<file path="src/logic/msci_regs.svh">
`ifndef MSCI_REGS_SVH
`define MSCI_REGS_SVH
`define MSCI_SLOT_RELAY 5'h0d
`define MSCI_SLOT_BOOT 5'h16
`define MSCI_SLOT_MAX 8'h1b
`define MSCI_BOOT_RXEN_BIT 7
`define MSCI_CR 8'h0d
`define MSCI_LF 8'h0a
`define MSCI_ZERO3 24'h30_3030
`define MSCI_ZERO9 72'h30_3030_3030_3030_3030
`define MSCI_HDR_PH 4'h0
`define MSCI_DATA_PH 4'h6
`define MSCI_LF_PH 4'h8
`define MSCI_CMD_OUT_ON 24'h4f_454e
`define MSCI_CMD_OUT_OFF 24'h4f_4441
`define MSCI_CMD_RX_OFF 24'h52_4441
`define MSCI_CMD_SND_ID 24'h52_4944
`define MSCI_CMD_RELAY 24'h50_4153
`define MSCI_ACK 16'h5030
`define MSCI_NAK 16'h4e30
`define MSCI_NAK_STORE 16'h4e36
`endif

</file>
<file path="src/logic/msci_pkg.sv">
`default_nettype none
package msci_pkg;
	typedef enum logic [2:0] {
		S_BOOT_A = 3'b000,
		S_BOOT_B = 3'b001,
		S_COLLECT = 3'b010,
		S_DECODE = 3'b011,
		S_RDWAIT = 3'b100,
		S_WRWAIT = 3'b101,
		S_RESP = 3'b110
	} msci_state_type;
	typedef enum logic [3:0] {
		K_IGN = 4'b0000,
		K_NAK = 4'b0001,
		K_OUT_ON = 4'b0010,
		K_OUT_OFF = 4'b0011,
		K_RXOFF = 4'b0100,
		K_RXON = 4'b0101,
		K_SND_ID = 4'b0110,
		K_RST = 4'b0111,
		K_PASRD = 4'b1000,
		K_PASWR = 4'b1001,
		K_REGRD = 4'b1010,
		K_REGWR = 4'b1011
	} msci_kind_type;
	typedef struct packed {
		logic valid;
		logic first;
		logic last;
		logic [7:0] data;
		logic [23:0] sender;
		logic [71:0] serial;
	} msci_radio_type;
	typedef struct packed {
		logic first;
		logic last;
		logic [23:0] sender;
		logic [7:0] data;
	} msci_rxq_type;
endpackage
`default_nettype wire

</file>
<file path="src/logic/msci_top.sv">
// Contract
// RULE1 - Output-enable command resumes forwarding radio data and answers accepted.
// RULE2 - After re-enable, buffered packets go out first, then new ones.
// RULE3 - Forwarding of received data is enabled after reset.
// RULE4 - Multidrop mode: act only on commands suffixed with own station address.
// RULE5 - Accepted commands get acknowledge, rejected get error; no error reply in multidrop.
// RULE6 - Headerless mode relay command sets two addresses or reports both.
// RULE7 - Relay set by command is temporary; default comes from slot 13.
// RULE8 - Relay command is not allowed in multidrop mode.
// RULE9 - Packet mode: reception-disable stops accepting radio packets, answers accepted.
// RULE10 - Packet mode: reception-enable resumes accepting radio packets, answers accepted.
// RULE11 - Reset loads reception enable from bit 7 of slot 22.
// RULE12 - Slot command addresses 00-27; value is two hex digits plus H.
// RULE13 - Slot command without value returns the slot contents.
// RULE14 - Failed slot write answers the store-failure code.
// RULE15 - Slot writes take effect only after reset or restart command.
// RULE16 - Terminal reinitialises the store after a write failure.
// RULE17 - Identity query returns twelve digits: three zeros, nine serial digits.
// RULE18 - Reported identity comes from the most recently received packet.
// RULE19 - Identity is all zeros before any packet is received.
// RULE20 - Sender identity is independent of identification slots 04 and 05.
// RULE21 - Terminal may embed its own serial identity in payloads.
// RULE22 - While output is disabled, received data stays in the receive buffer.
// RULE23 - Commands are at-sign, three letters, parameters, CR/LF; replies end CR/LF.
// RULE24 - Forwarded packet is RXT tag, three-digit sender, payload, CR/LF.
//
// Local design decisions: the placing of the registers and the address-and-strobe port.
`timescale 1ns/1ps
`default_nettype none
`include "msci_regs.svh"
module msci_top #(
	parameter int LINE_MAX = 24,
	parameter int RXQ_DEPTH = 64
) (
	input wire logic CLK_I,
	input wire logic RST_B_I,
	input wire logic CMD_VALID_I,
	input wire logic [7:0] CMD_DATA_I,
	output logic CMD_READY_O,
	output logic TX_VALID_O,
	output logic [7:0] TX_DATA_O,
	input wire logic TX_READY_I,
	input wire msci_pkg::msci_radio_type RADIO_I,
	output logic RADIO_READY_O,
	input wire logic MULTIDROP_I,
	input wire logic HEADERLESS_I,
	input wire logic PACKET_MODE_I,
	input wire logic [23:0] LOCAL_ADDR_I,
	output logic [4:0] STORE_ADDR_O,
	output logic STORE_WE_O,
	output logic [7:0] STORE_WDATA_O,
	input wire logic [7:0] STORE_RDATA_I,
	input wire logic STORE_FAIL_I,
	output logic OUT_EN_O,
	output logic RADIO_RX_EN_O,
	output logic [47:0] RELAY_ADDR_O
);
	import msci_pkg::*;

	localparam int QAW = $clog2(RXQ_DEPTH);

	if (LINE_MAX < 12 || LINE_MAX > 31) begin : g_chk_line
		$error("LINE_MAX must lie in 12..31");
	end
	if (RXQ_DEPTH < 2 || (1 << QAW) != RXQ_DEPTH) begin : g_chk_q
		$error("RXQ_DEPTH must be a power of two");
	end

	function automatic logic is_dec(input logic [7:0] c);
		return c >= "0" && c <= "9";
	endfunction

	function automatic logic [4:0] hex_nib(input logic [7:0] c);
		if (is_dec(c)) begin
			return {1'b1, c[3:0]};
		end else if (c >= "A" && c <= "F") begin
			return {1'b1, 4'(c[3:0] + 4'h9)};
		end
		return 5'h00;
	endfunction

	function automatic logic [7:0] hex_chr(input logic [3:0] n);
		return (n < 4'ha) ? {4'h3, n} : 8'(8'h37 + {4'h0, n});
	endfunction

	msci_state_type state;
	msci_kind_type kind;
	logic [7:0] line [0:LINE_MAX-1];
	logic [4:0] len;
	logic ovf;
	logic [95:0] resp_w;
	logic [3:0] resp_len;
	logic [3:0] resp_idx;
	logic restart;
	logic [71:0] last_serial;
	logic [4:0] el;
	logic md_ok;
	logic [23:0] cmd;
	logic [7:0] slot_num;
	logic [4:0] nib_hi;
	logic [4:0] nib_lo;
	logic resp_busy;
	logic resp_end;

	msci_rxq_type rxq [0:RXQ_DEPTH-1];
	logic [QAW:0] wr_ptr;
	logic [QAW:0] rd_ptr;
	logic q_full;
	logic q_empty;
	logic push;
	logic keep;
	logic keep_q;
	logic pop;

	msci_rxq_type fwd_ent;
	logic fwd_act;
	logic [3:0] fwd_ph;
	logic line_open;
	logic tx_load;
	logic take_fwd;
	logic take_resp;
	logic [7:0] fwd_ch;

	assign CMD_READY_O = (state == S_COLLECT);
	assign resp_busy = (state == S_RESP);
	assign cmd = {line[1], line[2], line[3]};
	assign slot_num = 8'((line[4] - 8'h30) * 8'd10 + (line[5] - 8'h30));
	assign nib_hi = hex_nib(line[7]);
	assign nib_lo = hex_nib(line[8]);

	always_comb begin
		el = len;
		md_ok = 1'b1;
		if (MULTIDROP_I) begin
			md_ok = (len >= 5'd7) && ({line[len-3], line[len-2], line[len-1]} == LOCAL_ADDR_I); // RULE4
			el = 5'(len - 5'd3);
			if (md_ok && line[el-1] == ";") begin
				el = 5'(el - 5'd1);
			end
		end
		kind = K_NAK;
		if (!md_ok) begin
			kind = K_IGN; // RULE4
		end else if (line[0] == "@" && el >= 5'd4 && !ovf) begin // RULE23
			case (cmd)
				`MSCI_CMD_OUT_ON: kind = (el == 5'd4) ? K_OUT_ON : K_NAK;
				`MSCI_CMD_OUT_OFF: kind = (el == 5'd4) ? K_OUT_OFF : K_NAK;
				`MSCI_CMD_RX_OFF: kind = (el == 5'd4 && PACKET_MODE_I) ? K_RXOFF : K_NAK; // RULE9
				"REN": kind = (el == 5'd4 && PACKET_MODE_I) ? K_RXON : K_NAK; // RULE10
				`MSCI_CMD_SND_ID: kind = (el == 5'd4) ? K_SND_ID : K_NAK;
				"RST": kind = (el == 5'd4) ? K_RST : K_NAK;
				`MSCI_CMD_RELAY: begin
					if (!MULTIDROP_I && HEADERLESS_I) begin // RULE8
						if (el == 5'd4) begin
							kind = K_PASRD; // RULE6
						end else if (el == 5'd12 && line[4] == ":" && line[8] == ":") begin
							kind = K_PASWR; // RULE6
						end
					end
				end
				"REG": begin
					if (el >= 5'd6 && is_dec(line[4]) && is_dec(line[5])
							&& slot_num <= `MSCI_SLOT_MAX) begin // RULE12
						if (el == 5'd6) begin
							kind = K_REGRD; // RULE13
						end else if (el == 5'd10 && line[6] == ":" && nib_hi[4] && nib_lo[4]
								&& line[9] == "H") begin
							kind = K_REGWR; // RULE12
						end
					end
				end
				default: kind = K_NAK;
			endcase
		end
		if (kind == K_NAK && MULTIDROP_I) begin
			kind = K_IGN; // RULE5
		end
	end

	// Command collection, decode and replies
	always_ff @(posedge CLK_I) begin
		STORE_WE_O <= 1'b0;
		if (!RST_B_I) begin
			state <= S_BOOT_A;
			len <= 5'h00;
			ovf <= 1'b0;
			resp_w <= 96'h0;
			resp_len <= 4'h0;
			restart <= 1'b0;
			OUT_EN_O <= 1'b1; // RULE3
			RADIO_RX_EN_O <= 1'b0;
			RELAY_ADDR_O <= {`MSCI_ZERO3, `MSCI_ZERO3};
			STORE_ADDR_O <= `MSCI_SLOT_RELAY;
			STORE_WDATA_O <= 8'h00;
		end else begin
			case (state)
				S_BOOT_A: begin
					RELAY_ADDR_O <= {8'h30, hex_chr(STORE_RDATA_I[7:4]),
						hex_chr(STORE_RDATA_I[3:0]), `MSCI_ZERO3}; // RULE7
					STORE_ADDR_O <= `MSCI_SLOT_BOOT;
					state <= S_BOOT_B;
				end
				S_BOOT_B: begin
					RADIO_RX_EN_O <= STORE_RDATA_I[`MSCI_BOOT_RXEN_BIT]; // RULE11
					state <= S_COLLECT;
				end
				S_COLLECT: begin
					if (CMD_VALID_I) begin
						if (CMD_DATA_I == `MSCI_LF) begin
							state <= S_DECODE; // RULE23
						end else if (CMD_DATA_I != `MSCI_CR) begin
							if (len < 5'(LINE_MAX)) begin
								line[len] <= CMD_DATA_I;
								len <= 5'(len + 5'd1);
							end else begin
								ovf <= 1'b1;
							end
						end
					end
				end
				S_DECODE: begin
					len <= 5'h00;
					ovf <= 1'b0;
					state <= S_RESP;
					resp_w <= {`MSCI_ACK, 80'h0}; // RULE5
					resp_len <= 4'h2;
					case (kind)
						K_IGN: state <= S_COLLECT;
						K_NAK: resp_w <= {`MSCI_NAK, 80'h0}; // RULE5
						K_OUT_ON: OUT_EN_O <= 1'b1; // RULE1
						K_OUT_OFF: OUT_EN_O <= 1'b0;
						K_RXOFF: RADIO_RX_EN_O <= 1'b0; // RULE9
						K_RXON: RADIO_RX_EN_O <= 1'b1; // RULE10
						K_SND_ID: begin
							resp_w <= {`MSCI_ZERO3, last_serial}; // RULE17
							resp_len <= 4'hc;
						end
						K_RST: restart <= 1'b1;
						K_PASRD: begin
							resp_w <= {RELAY_ADDR_O[47:24], ":", RELAY_ADDR_O[23:0], 40'h0}; // RULE6
							resp_len <= 4'h7;
						end
						K_PASWR: begin
							RELAY_ADDR_O <= {line[5], line[6], line[7], line[9], line[10], line[11]}; // RULE7
						end
						K_REGRD: begin
							STORE_ADDR_O <= slot_num[4:0];
							state <= S_RDWAIT;
						end
						K_REGWR: begin
							STORE_ADDR_O <= slot_num[4:0];
							STORE_WDATA_O <= {nib_hi[3:0], nib_lo[3:0]};
							STORE_WE_O <= 1'b1; // RULE15
							state <= S_WRWAIT;
						end
						default: state <= S_COLLECT;
					endcase
				end
				S_RDWAIT: begin
					resp_w <= {hex_chr(STORE_RDATA_I[7:4]), hex_chr(STORE_RDATA_I[3:0]), "H", 72'h0}; // RULE13
					resp_len <= 4'h3;
					state <= S_RESP;
				end
				S_WRWAIT: begin
					resp_w <= STORE_FAIL_I ? {`MSCI_NAK_STORE, 80'h0} : {`MSCI_ACK, 80'h0}; // RULE14
					resp_len <= 4'h2;
					state <= S_RESP;
				end
				S_RESP: begin
					if (resp_end) begin
						state <= restart ? S_BOOT_A : S_COLLECT;
						if (restart) begin
							// Restart reloads stored settings; temporary values are dropped
							restart <= 1'b0;
							OUT_EN_O <= 1'b1; // RULE15
							STORE_ADDR_O <= `MSCI_SLOT_RELAY;
						end
					end
				end
				default: state <= S_COLLECT;
			endcase
		end
	end

	// Sender identity of the newest accepted packet only
	always_ff @(posedge CLK_I) begin
		if (!RST_B_I) begin
			last_serial <= `MSCI_ZERO9; // RULE19
		end else if (push && RADIO_I.first) begin
			last_serial <= RADIO_I.serial; // RULE18 RULE20
		end
	end

	// Receive buffer
	assign q_full = (wr_ptr == {~rd_ptr[QAW], rd_ptr[QAW-1:0]});
	assign q_empty = (wr_ptr == rd_ptr);
	assign RADIO_READY_O = !q_full;
	assign keep = RADIO_I.first ? RADIO_RX_EN_O : keep_q; // RULE9 RULE10
	assign push = RADIO_I.valid && !q_full && keep; // RULE22

	always_ff @(posedge CLK_I) begin
		if (!RST_B_I) begin
			keep_q <= 1'b0;
		end else if (RADIO_I.valid && !q_full) begin
			keep_q <= keep;
		end
	end

	always_ff @(posedge CLK_I) begin
		if (!RST_B_I) begin
			wr_ptr <= '0;
		end else if (push) begin
			rxq[wr_ptr[QAW-1:0]] <= '{RADIO_I.first, RADIO_I.last, RADIO_I.sender, RADIO_I.data};
			wr_ptr <= (QAW+1)'(wr_ptr + 1'b1);
		end
	end

	always_ff @(posedge CLK_I) begin
		if (!RST_B_I) begin
			rd_ptr <= '0;
		end else if (pop) begin
			rd_ptr <= (QAW+1)'(rd_ptr + 1'b1); // RULE2
		end
	end

	// A started line runs to its end so replies never split a packet
	assign pop = !fwd_act && !q_empty && (line_open || (OUT_EN_O && !resp_busy)); // RULE1 RULE22

	always_comb begin
		case (fwd_ph)
			4'h0: fwd_ch = "R"; // RULE24
			4'h1: fwd_ch = "X";
			4'h2: fwd_ch = "T";
			4'h3: fwd_ch = fwd_ent.sender[23:16];
			4'h4: fwd_ch = fwd_ent.sender[15:8];
			4'h5: fwd_ch = fwd_ent.sender[7:0];
			4'h6: fwd_ch = fwd_ent.data;
			4'h7: fwd_ch = `MSCI_CR;
			default: fwd_ch = `MSCI_LF;
		endcase
	end

	assign tx_load = !TX_VALID_O || TX_READY_I;
	assign take_fwd = tx_load && fwd_act;
	assign take_resp = tx_load && !fwd_act && !line_open && resp_busy;
	assign resp_end = take_resp && resp_idx == 4'(resp_len + 4'h1);

	always_ff @(posedge CLK_I) begin
		if (!RST_B_I) begin
			fwd_act <= 1'b0;
			fwd_ph <= 4'h0;
			line_open <= 1'b0;
			fwd_ent <= '0;
		end else if (pop) begin
			fwd_ent <= rxq[rd_ptr[QAW-1:0]];
			fwd_act <= 1'b1;
			fwd_ph <= rxq[rd_ptr[QAW-1:0]].first ? `MSCI_HDR_PH : `MSCI_DATA_PH; // RULE24
			line_open <= 1'b1;
		end else if (take_fwd) begin
			fwd_ph <= 4'(fwd_ph + 4'h1);
			if ((fwd_ph == `MSCI_DATA_PH && !fwd_ent.last) || fwd_ph == `MSCI_LF_PH) begin
				fwd_act <= 1'b0;
			end
			if (fwd_ph == `MSCI_LF_PH) begin
				line_open <= 1'b0;
			end
		end
	end

	always_ff @(posedge CLK_I) begin
		if (!RST_B_I) begin
			resp_idx <= 4'h0;
		end else if (resp_end) begin
			resp_idx <= 4'h0;
		end else if (take_resp) begin
			resp_idx <= 4'(resp_idx + 4'h1);
		end
	end

	// Serial output stage
	always_ff @(posedge CLK_I) begin
		if (!RST_B_I) begin
			TX_VALID_O <= 1'b0;
			TX_DATA_O <= 8'h00;
		end else if (tx_load) begin
			TX_VALID_O <= take_fwd || take_resp;
			if (take_fwd) begin
				TX_DATA_O <= fwd_ch;
			end else if (take_resp) begin
				if (resp_idx < resp_len) begin
					TX_DATA_O <= resp_w[7'(7'd88 - {resp_idx, 3'b000}) +: 8];
				end else begin
					TX_DATA_O <= (resp_idx == resp_len) ? `MSCI_CR : `MSCI_LF; // RULE23
				end
			end
		end
	end
endmodule // msci_top
`default_nettype wire

</file>
<file path="config.mk">
export PLATFORM = sky130hd
export DESIGN_NAME = msci_top
export DESIGN_NICKNAME = d
export VERILOG_FILES = /design/src/logic/msci_pkg.sv /design/src/logic/msci_top.sv
export VERILOG_INCLUDE_DIRS = /design/src /design/src/logic
export SDC_FILE = /design/constraint.sdc
export NUM_CORES = 2
export LEC_CHECK = 0
export BUFFER_PORTS_ARGS = -buffer_cell sky130_fd_sc_hd__buf_2
export CAP_MARGIN = 20
export CORE_ASPECT_RATIO = 1.75
export CORE_UTILIZATION = 25
export DETAILED_ROUTE_END_ITERATION = 16
export GPL_ROUTABILITY_DRIVEN = 1
export GPL_TIMING_DRIVEN = 0
export PLACE_DENSITY = 0.37
export SKIP_LAST_GASP = 1
export SLEW_MARGIN = 25
export SYNTH_ARGS = -nofsm -noshare
export SYNTH_HDL_FRONTEND = slang
export SYNTH_SLANG_ARGS = --single-unit
</file>
<file path="constraint.sdc">
create_clock -name CLK_I -period 6.93 [get_ports CLK_I]
set_input_delay 1.0395 -clock CLK_I [delete_from_list [all_inputs] [get_ports CLK_I]]
set_output_delay 1.0395 -clock CLK_I [all_outputs]
set_load 0.01 [all_outputs]
</file>
After elaboration in Yosys (flattened, before gate mapping)
Memories as Yosys holds them, arrays and structs flattened. A register that Yosys moved wholly into a read port is not among the register bits.
Cells that the tools add are included.
{ "classes": {"add_sub_neg": 20, "mul": 1, "div_mod_pow": 0, "magnitude_cmp": 20, "eq_ne": 64, "shift": 1, "n_mux": 95, "n_bitwise": 2, "reduce_logical": 76} }
{ "op_table": {"columns": ["op", "count"], "rows": [
  ["case mux 96 bit (3 select lines)", 2],
  ["equality test 24 x 23 -> 1 bit (second input constant)", 8],
  ["case mux 48 bit (2 select lines)", 1],
  ["indexed part select 96 x 8 -> 8 bit", 1],
  ["2-to-1 mux 93 bit", 1],
  ["2-to-1 mux 5 bit", 15],
  ["case mux 8 bit (8 select lines)", 1],
  ["2-to-1 mux 48 bit", 1],
  ["2-to-1 mux 4 bit", 11],
  ["logical AND 1 bit", 34],
  ["equality test 4 x 3 -> 1 bit (second input constant)", 8],
  ["equality test 8 x 6 -> 1 bit (second input constant)", 4],
  ["greater-or-equal comparator 8 x 6 -> 1 bit (second input constant)", 4],
  ["less-or-equal comparator 8 x 6 -> 1 bit (second input constant)", 4],
  ["case mux 4 bit (8 select lines)", 1],
  ["2-to-1 mux 1 bit", 31],
  ["2-to-1 mux 3 bit", 9],
  ["equality test 24 bit", 1],
  ["2-to-1 mux 8 bit", 3],
  ["equality test 4 bit (second input constant)", 5],
  ["equality test 4 x 2 -> 1 bit (second input constant)", 4],
  ["equality test 8 x 7 -> 1 bit (second input constant)", 2],
  ["greater-or-equal comparator 8 x 7 -> 1 bit (second input constant)", 2],
  ["less-or-equal comparator 8 x 7 -> 1 bit (second input constant)", 2],
  ["other kinds (52)", 124]
]} }
{ "word_totals": {"register_bits": 313, "latch_bits": 0, "ramBits": 2368, "romBits": 0, "inputBits": 155, "out_inout_bits": 75, "word_cells": 306, "mem_count": 2} }
{ "memory_table": {"columns": ["name", "depth", "word_bits", "read_ports", "rd_clocked_by_memory_dff", "write_ports", "line", "rtl"], "rows": [
  ["rxq", 64, 34, 1, 1, 1, "msci_top.sv:105", "msci_rxq_type rxq [0:RXQ_DEPTH-1];"],
  ["line", 24, 8, 16, 0, 1, "msci_top.sv:88", "logic [7:0] line [0:LINE_MAX-1];"]
]} }

Logic depth before layout (Yosys ltp)
An unclocked memory read counts as a cell.
{ "logic_depth": {"word_depth": 25, "mapped_depth": 26, "mapped_depth_nobuf": 21} }

Worst setup path before layout
Ideal clock, no wire load.
{ "synth_timing": {"path_kind": "flip-flop to flip-flop", "startpoint": "register len[1]", "endpoint": "register resp_len[1]", "setup_time_ns": 0.116, "t_arrival_ns": 5.935, "required_time_ns": 6.814, "path_slack_ns": 0.879, "path_stages_with_launch": 21, "n_path_buf": 4, "period_less_slack_ns": 6.051, "path_cell_list": "dfxtp_1 > buf_2 > inv_2 > buf_1 > ha_1 > xor2_1 > buf_4 > a211oi_1 > nor4_1 > xor2_1 > a221o_1 > nor4_1 > nand4_2 > nor2_1 > mux2_2 > a2111oi_0 > o21ai_0 > a21oi_2 > nand3_2 > buf_2 > o211a_1"} }
{ "synth_between": {"elab_chain_cells": 24, "elab_cells_between_ends": 55, "cone_classes": "add/sub: 6; order compare: 3; eq/ne: 9; mux: 21; reduce/logical: 15; memory: 1"} }
{ "synth_rtl": {"columns": ["item", "line", "rtl"], "rows": [
  ["from (decl)", "msci_top.sv:89", "logic [4:0] len;"],
  ["from (signal assigned)", "msci_top.sv:214", "len <= 5'(len + 5'd1);"],
  ["subtractor 5 x 2 -> 5 bit (tied with other cells)", "msci_top.sv:135, msci_top.sv:136", null],
  ["subtractor 5 x 1 -> 5 bit or memory (24 x 8 bit) (tied branches)", null, null],
  ["memory (24 x 8 bit) or equality test 24 bit (tied branches)", null, null],
  ["equality test 8 x 6 -> 1 bit or logical AND 1 bit (tied branches)", "msci_top.sv:137, msci_top.sv:135", null],
  ["logical AND 1 bit", "msci_top.sv:137", "if (md_ok && line[el-1] == \";\") begin"],
  ["2-to-1 mux 5 bit", "msci_top.sv:137", null],
  ["2-to-1 mux 5 bit", "msci_top.sv:134", "if (MULTIDROP_I) begin"],
  ["equality test 5 x 4 -> 1 bit", "msci_top.sv:166", "end else if (el == 5'd10 && line[6] == \":\" && nib_hi[4] && nib_lo[4]"],
  ["[... 8 more ...]", null, null],
  ["2-to-1 mux 4 bit", "msci_top.sv:144", "end else if (line[0] == \"@\" && el >= 5'd4 && !ovf) begin // RULE23"],
  ["2-to-1 mux 4 bit (*)", "msci_top.sv:142", "if (!md_ok) begin"],
  ["equality test 4 x 1 -> 1 bit", "msci_top.sv:175", "if (kind == K_NAK && MULTIDROP_I) begin"],
  ["logical AND 1 bit", "msci_top.sv:175", null],
  ["2-to-1 mux 4 bit (*)", "msci_top.sv:175", null],
  ["equality test 4 bit or equality test 4 x 3 -> 1 bit (tied branches)", "msci_top.sv:227", "case (kind)"],
  ["case mux 4 bit (2 select lines) (*)", "msci_top.sv:227", null],
  ["case mux 4 bit (3 select lines) (*)", "msci_top.sv:196", "case (state)"],
  ["to (signal assigned)", "msci_top.sv:188", "resp_len <= 4'h0;"],
  ["to (signal assigned)", "msci_top.sv:226", "resp_len <= 4'h2;"],
  ["to (signal assigned)", "msci_top.sv:236", "resp_len <= 4'hc;"],
  ["to (decl)", "msci_top.sv:92", "logic [3:0] resp_len;"]
]} }
Mark *: on every way between the ends. The rest lies on a longest branch, timed or not.
A chain may end at the register's enable or synchronous reset.

Worst setup path after layout
{ "layout_timing": {"startpoint": "register len[0]", "endpoint": "register resp_w[35]"} }
{ "layout_between": {"elab_chain_cells": 24, "elab_cells_between_ends": 56, "cone_classes": "add/sub: 6; order compare: 3; eq/ne: 10; mux: 21; reduce/logical: 15; memory: 1"} }
{ "layout_rtl": {"columns": ["item", "line", "rtl"], "rows": [
  ["subtractor 5 x 2 -> 5 bit (tied with other cells)", "msci_top.sv:135, msci_top.sv:136", null],
  ["subtractor 5 x 1 -> 5 bit or memory (24 x 8 bit) (tied branches)", null, null],
  ["memory (24 x 8 bit) or equality test 24 bit (tied branches)", null, null],
  ["equality test 8 x 6 -> 1 bit or logical AND 1 bit (tied branches)", "msci_top.sv:137, msci_top.sv:135", null],
  ["logical AND 1 bit", "msci_top.sv:137", null],
  ["2-to-1 mux 5 bit", "msci_top.sv:137", null],
  ["2-to-1 mux 5 bit", "msci_top.sv:134", null],
  ["equality test 5 x 4 -> 1 bit", "msci_top.sv:166", null],
  ["[... 8 more ...]", null, null],
  ["2-to-1 mux 4 bit", "msci_top.sv:144", null],
  ["2-to-1 mux 4 bit (*)", "msci_top.sv:142", null],
  ["equality test 4 x 1 -> 1 bit", "msci_top.sv:175", null],
  ["logical AND 1 bit", "msci_top.sv:175", null],
  ["2-to-1 mux 4 bit (*)", "msci_top.sv:175", null],
  ["equality test 4 bit (tied with other cells)", "msci_top.sv:227", null],
  ["case mux 96 bit (3 select lines) (*)", "msci_top.sv:227", null],
  ["case mux 96 bit (3 select lines) (*)", "msci_top.sv:196", null],
  ["to (signal assigned)", "msci_top.sv:225", "resp_w <= {`MSCI_ACK, 80'h0};"],
  ["to (signal assigned)", "msci_top.sv:229", "K_NAK: resp_w <= {`MSCI_NAK, 80'h0};"],
  ["to (signal assigned)", "msci_top.sv:235", "resp_w <= {`MSCI_ZERO3, last_serial};"],
  ["to (decl)", "msci_top.sv:91", "logic [95:0] resp_w;"]
]} }
Marked as above.

==> results.txt <==
Synth Area in Compound Gates -> 0.0343
Total global-route track usage -> 0.212
Layout cells sized above 1 -> 0.288
Starting DRC count in detailed routing -> 5,227
Final nets -> 7,300
Post-synth EDFFs -> 2,432
Antenna violations before repair -> 52
First-pass GRT wire length -> 653 mm
Clk sinks -> 2,751
Placer congestion estimate -> 0.960
Crit Path Class -> register to register
DR pass1 iterations -> 6
# setup viols final -> 0
Routed Antenna Nets -> 0
Die Span X -> 513 µm
Least-Margin Pin Slew -> 1170 ps
Status -> completed
Setup_tns -> 0 ps
Port buffer count -> 228
Die height -> 896 µm
Final min period -> 6880 ps
Synth Area in Adders -> 0.00616
Vias/cell -> 5.01
Reg-to-reg critical path endpoint -> resp_w[35]
Final wirelength -> 492 mm
Mapped Area -> 114,000 µm²
Full die area -> 460,000 µm²
DP Wirelength -> 371 mm
Largest family of logic cells by synthesized area -> multiplexers
Core Footprint -> 455,000 µm²
Clock Tree Root -> clkbuf_16
Clock Pin Slew Worst Setup and Hold Paths -> 60 ps
Max Slew Vio Count -> 0
Xor and xnor area share after synthesis -> 0.00800
Pleak -> 0.0425 µW
CTS tree -> yes
Hold endpoint -> last_serial[68]
Pwr/cell area -> 299 nW/µm²
CTS Buf Count -> 287
Setup crit end kind -> register
Cell count after placement -> 12,700
FFs w/ async S/R, synth -> 0
Yosys cell types -> 100
Grt total ovfl -> 0
Warnings from Yosys -> 0
Synth top area share -> 0.640
FF-to-FF Start -> len[0]
DR WL/cell -> 37.1 µm
Vias in the first global route -> 70,000
Worst skew pair latency -> 930 ps
CP startpoint kind -> register
Peak VDD IR -> 0.179 mV
Starting Density -> 0.251
Final Non-Filler Cells -> 13,300
Pin count of the biggest net entering global routing -> 68
H-tree lvl count -> 5
DR DRC count -> 0
Vias -> 66,500
Crit path arrival time -> 7690 ps
Mux share of post-synthesis cell area -> 0.185
Worst slew margin -> 0.214
Commonest cells after routing, fill and taps aside -> 2,432 x edfxtp_1, 860 x mux4_2, 504 x nand2_1
Commonest non-fill, non-tap cell in the layout -> edfxtp_1
CTS max path bufs -> 4
Ys flop type -> edfxtp_1
PnR Total Power -> 41,400 µW
CP Launch Point -> len[0]
Crit-path max FO -> 12
Post-Route Skew -> 77.6 ps
Hold_buf cts -> 0
Final period util -> 0.993
Avg Inst Size Synth -> 18.2 µm²
Max cap viols -> 0
Row Count -> 328
Placement Setup Slack -> -3380 ps
Hold slack -> 358 ps
Final WS setup -> 50.9 ps
Largest cells by area after synthesis -> edfxtp_1 64%, mux4_2 17%, dfxtp_1 5.6%
Worst Hold Launch -> RADIO_I[68]
Fmax -> 145 MHz
Flop and latch count out of synthesis -> 2,751
Area Growth Syn to Fin -> 21.3%
Critical Path RT -> 7740 ps
Worst Hold Depth -> 3
Cell depth of the worst flop-to-flop path -> 25
Largest area contributor in the netlist -> edfxtp_1
Fraction of the mapped netlist area in simple logic gates -> 0.0547
Worst Hold Class -> input port to register
Fin. Hold Viols -> 0
Register area share after synthesis -> 0.696
Io pins -> 230
Synth Instances -> 6,282
R2R Setup Slk -> 50 ps
critical path: stages, from the launching register on:
cell and delay [ps]:
dfxtp_2 450, buf_6 240, inv_6 110, buf_6 190, clkbuf_8 230, ha_1 310
buf_4 250, buf_8 260, buf_6 260, mux4_2 570, a21oi_1 620, a32o_2 320
xor2_1 100, nor2_1 180, nand4_2 90, buf_4 180, o311a_1 350, or3_1 470
a311oi_4 370, o2111ai_1 220, a21oi_4 180, buf_12 160, nand3_4 80, buf_12 220
buf_2 160, o21ai_1 130
final cells by class:
type	count	area, µm²
Antenna cell	19	47.5
Buffer	388	2050
Clock buffer	372	7710
Clock inverter	136	1200
Fill cell	44400	317000
Inverter	71	282
Multi-Input combinational cell	3132	34300
Sequential cell	2751	79400
Tap cell	5940	7430
Timing Repair Buffer	459	6040
where the power goes:
part	internal, µW	leakage, µW	switching, µW	total [µW]
logic	3100	0.0137	4550	7650
registers	18200	0.0245	207	18400
clock network	8500	0.00436	6830	15300
registers in the layout, indices dropped and copies added, names as in the netlist, 8 cells and up, named ones only:
signal,count
rxq,2176
STORE_WDATA_O,8
TX_DATA_O,8
fwd_ent,33
line,256
RELAY_ADDR_O,48
last_serial,72
resp_w,96
how the worst max path moves through the flow:
stage	to	slack, ps
after floorplan	resp_len[1]	880
after global placement	resp_len[1]	-4610
after detailed placement	resp_len[1]	-3380
after CTS	resp_len[1]	7
after global routing	resp_w[25]	-9
final	resp_w[35]	50
synth_stat cells, types with 12 or more instances:
master / number
xnor2_1: 60
buf_2: 48
nor3_1: 49
buf_4: 14
a31oi_1: 27
nand2_1: 506
nand3b_1: 15
and2_1: 13
o31ai_1: 18
nor2_1: 265
nor2b_1: 33
dfxtp_1: 319
o21ai_1: 70
and3_1: 14
buf_1: 65
nor3b_1: 22
a32o_1: 23
nand4_1: 63
o21ai_0: 61
nand3_1: 153
o211ai_1: 15
a22o_1: 12
a32oi_1: 33
a22oi_1: 32
edfxtp_1: 2432
mux4_2: 860
nor4_1: 31
or3_1: 17
ha_1: 53
nand2b_1: 24
a211oi_1: 32
clkbuf_1: 265
a21oi_1: 145
inv_1: 63
nand4b_1: 27
xor2_1: 38
mux2i_1: 164
what timing repair did:
action | CTS | global route
pin swaps | 13 | 6
cloned | 0 | 6
buffers inserted | 18 | 11
setup endpoints to repair | 168 | 165
resized for setup | 172 | 64
per-stage QoR:
| step | instance area [µm²] | utilization |
|---|---|---|
| global placement | 123000 | 0.270 |
| floorplan | 114000 | - |
| global route | 138000 | 0.304 |
| finish | 139000 | 0.304 |
| detailed placement | 128000 | 0.282 |
| CTS | 138000 | 0.303 |
cell families after synthesis:
logic type	after synthesis
buffers and inverters	463
XOR/XNOR	101
AND/OR/NAND/NOR	1296
adder cells (fa/ha/maj)	55
AO/OA/AOI/OAI	581
flip-flops	2751
other	1
multiplexers	1034
layer usage:
metal	GRT usage	share of wire
met5	0	0.00026
met4	0.130	0.072
met3	0.0246	0.036
met2	0.412	0.56
met1	0.212	0.34
Note: power is estimated with default switching activity, not from simulation.
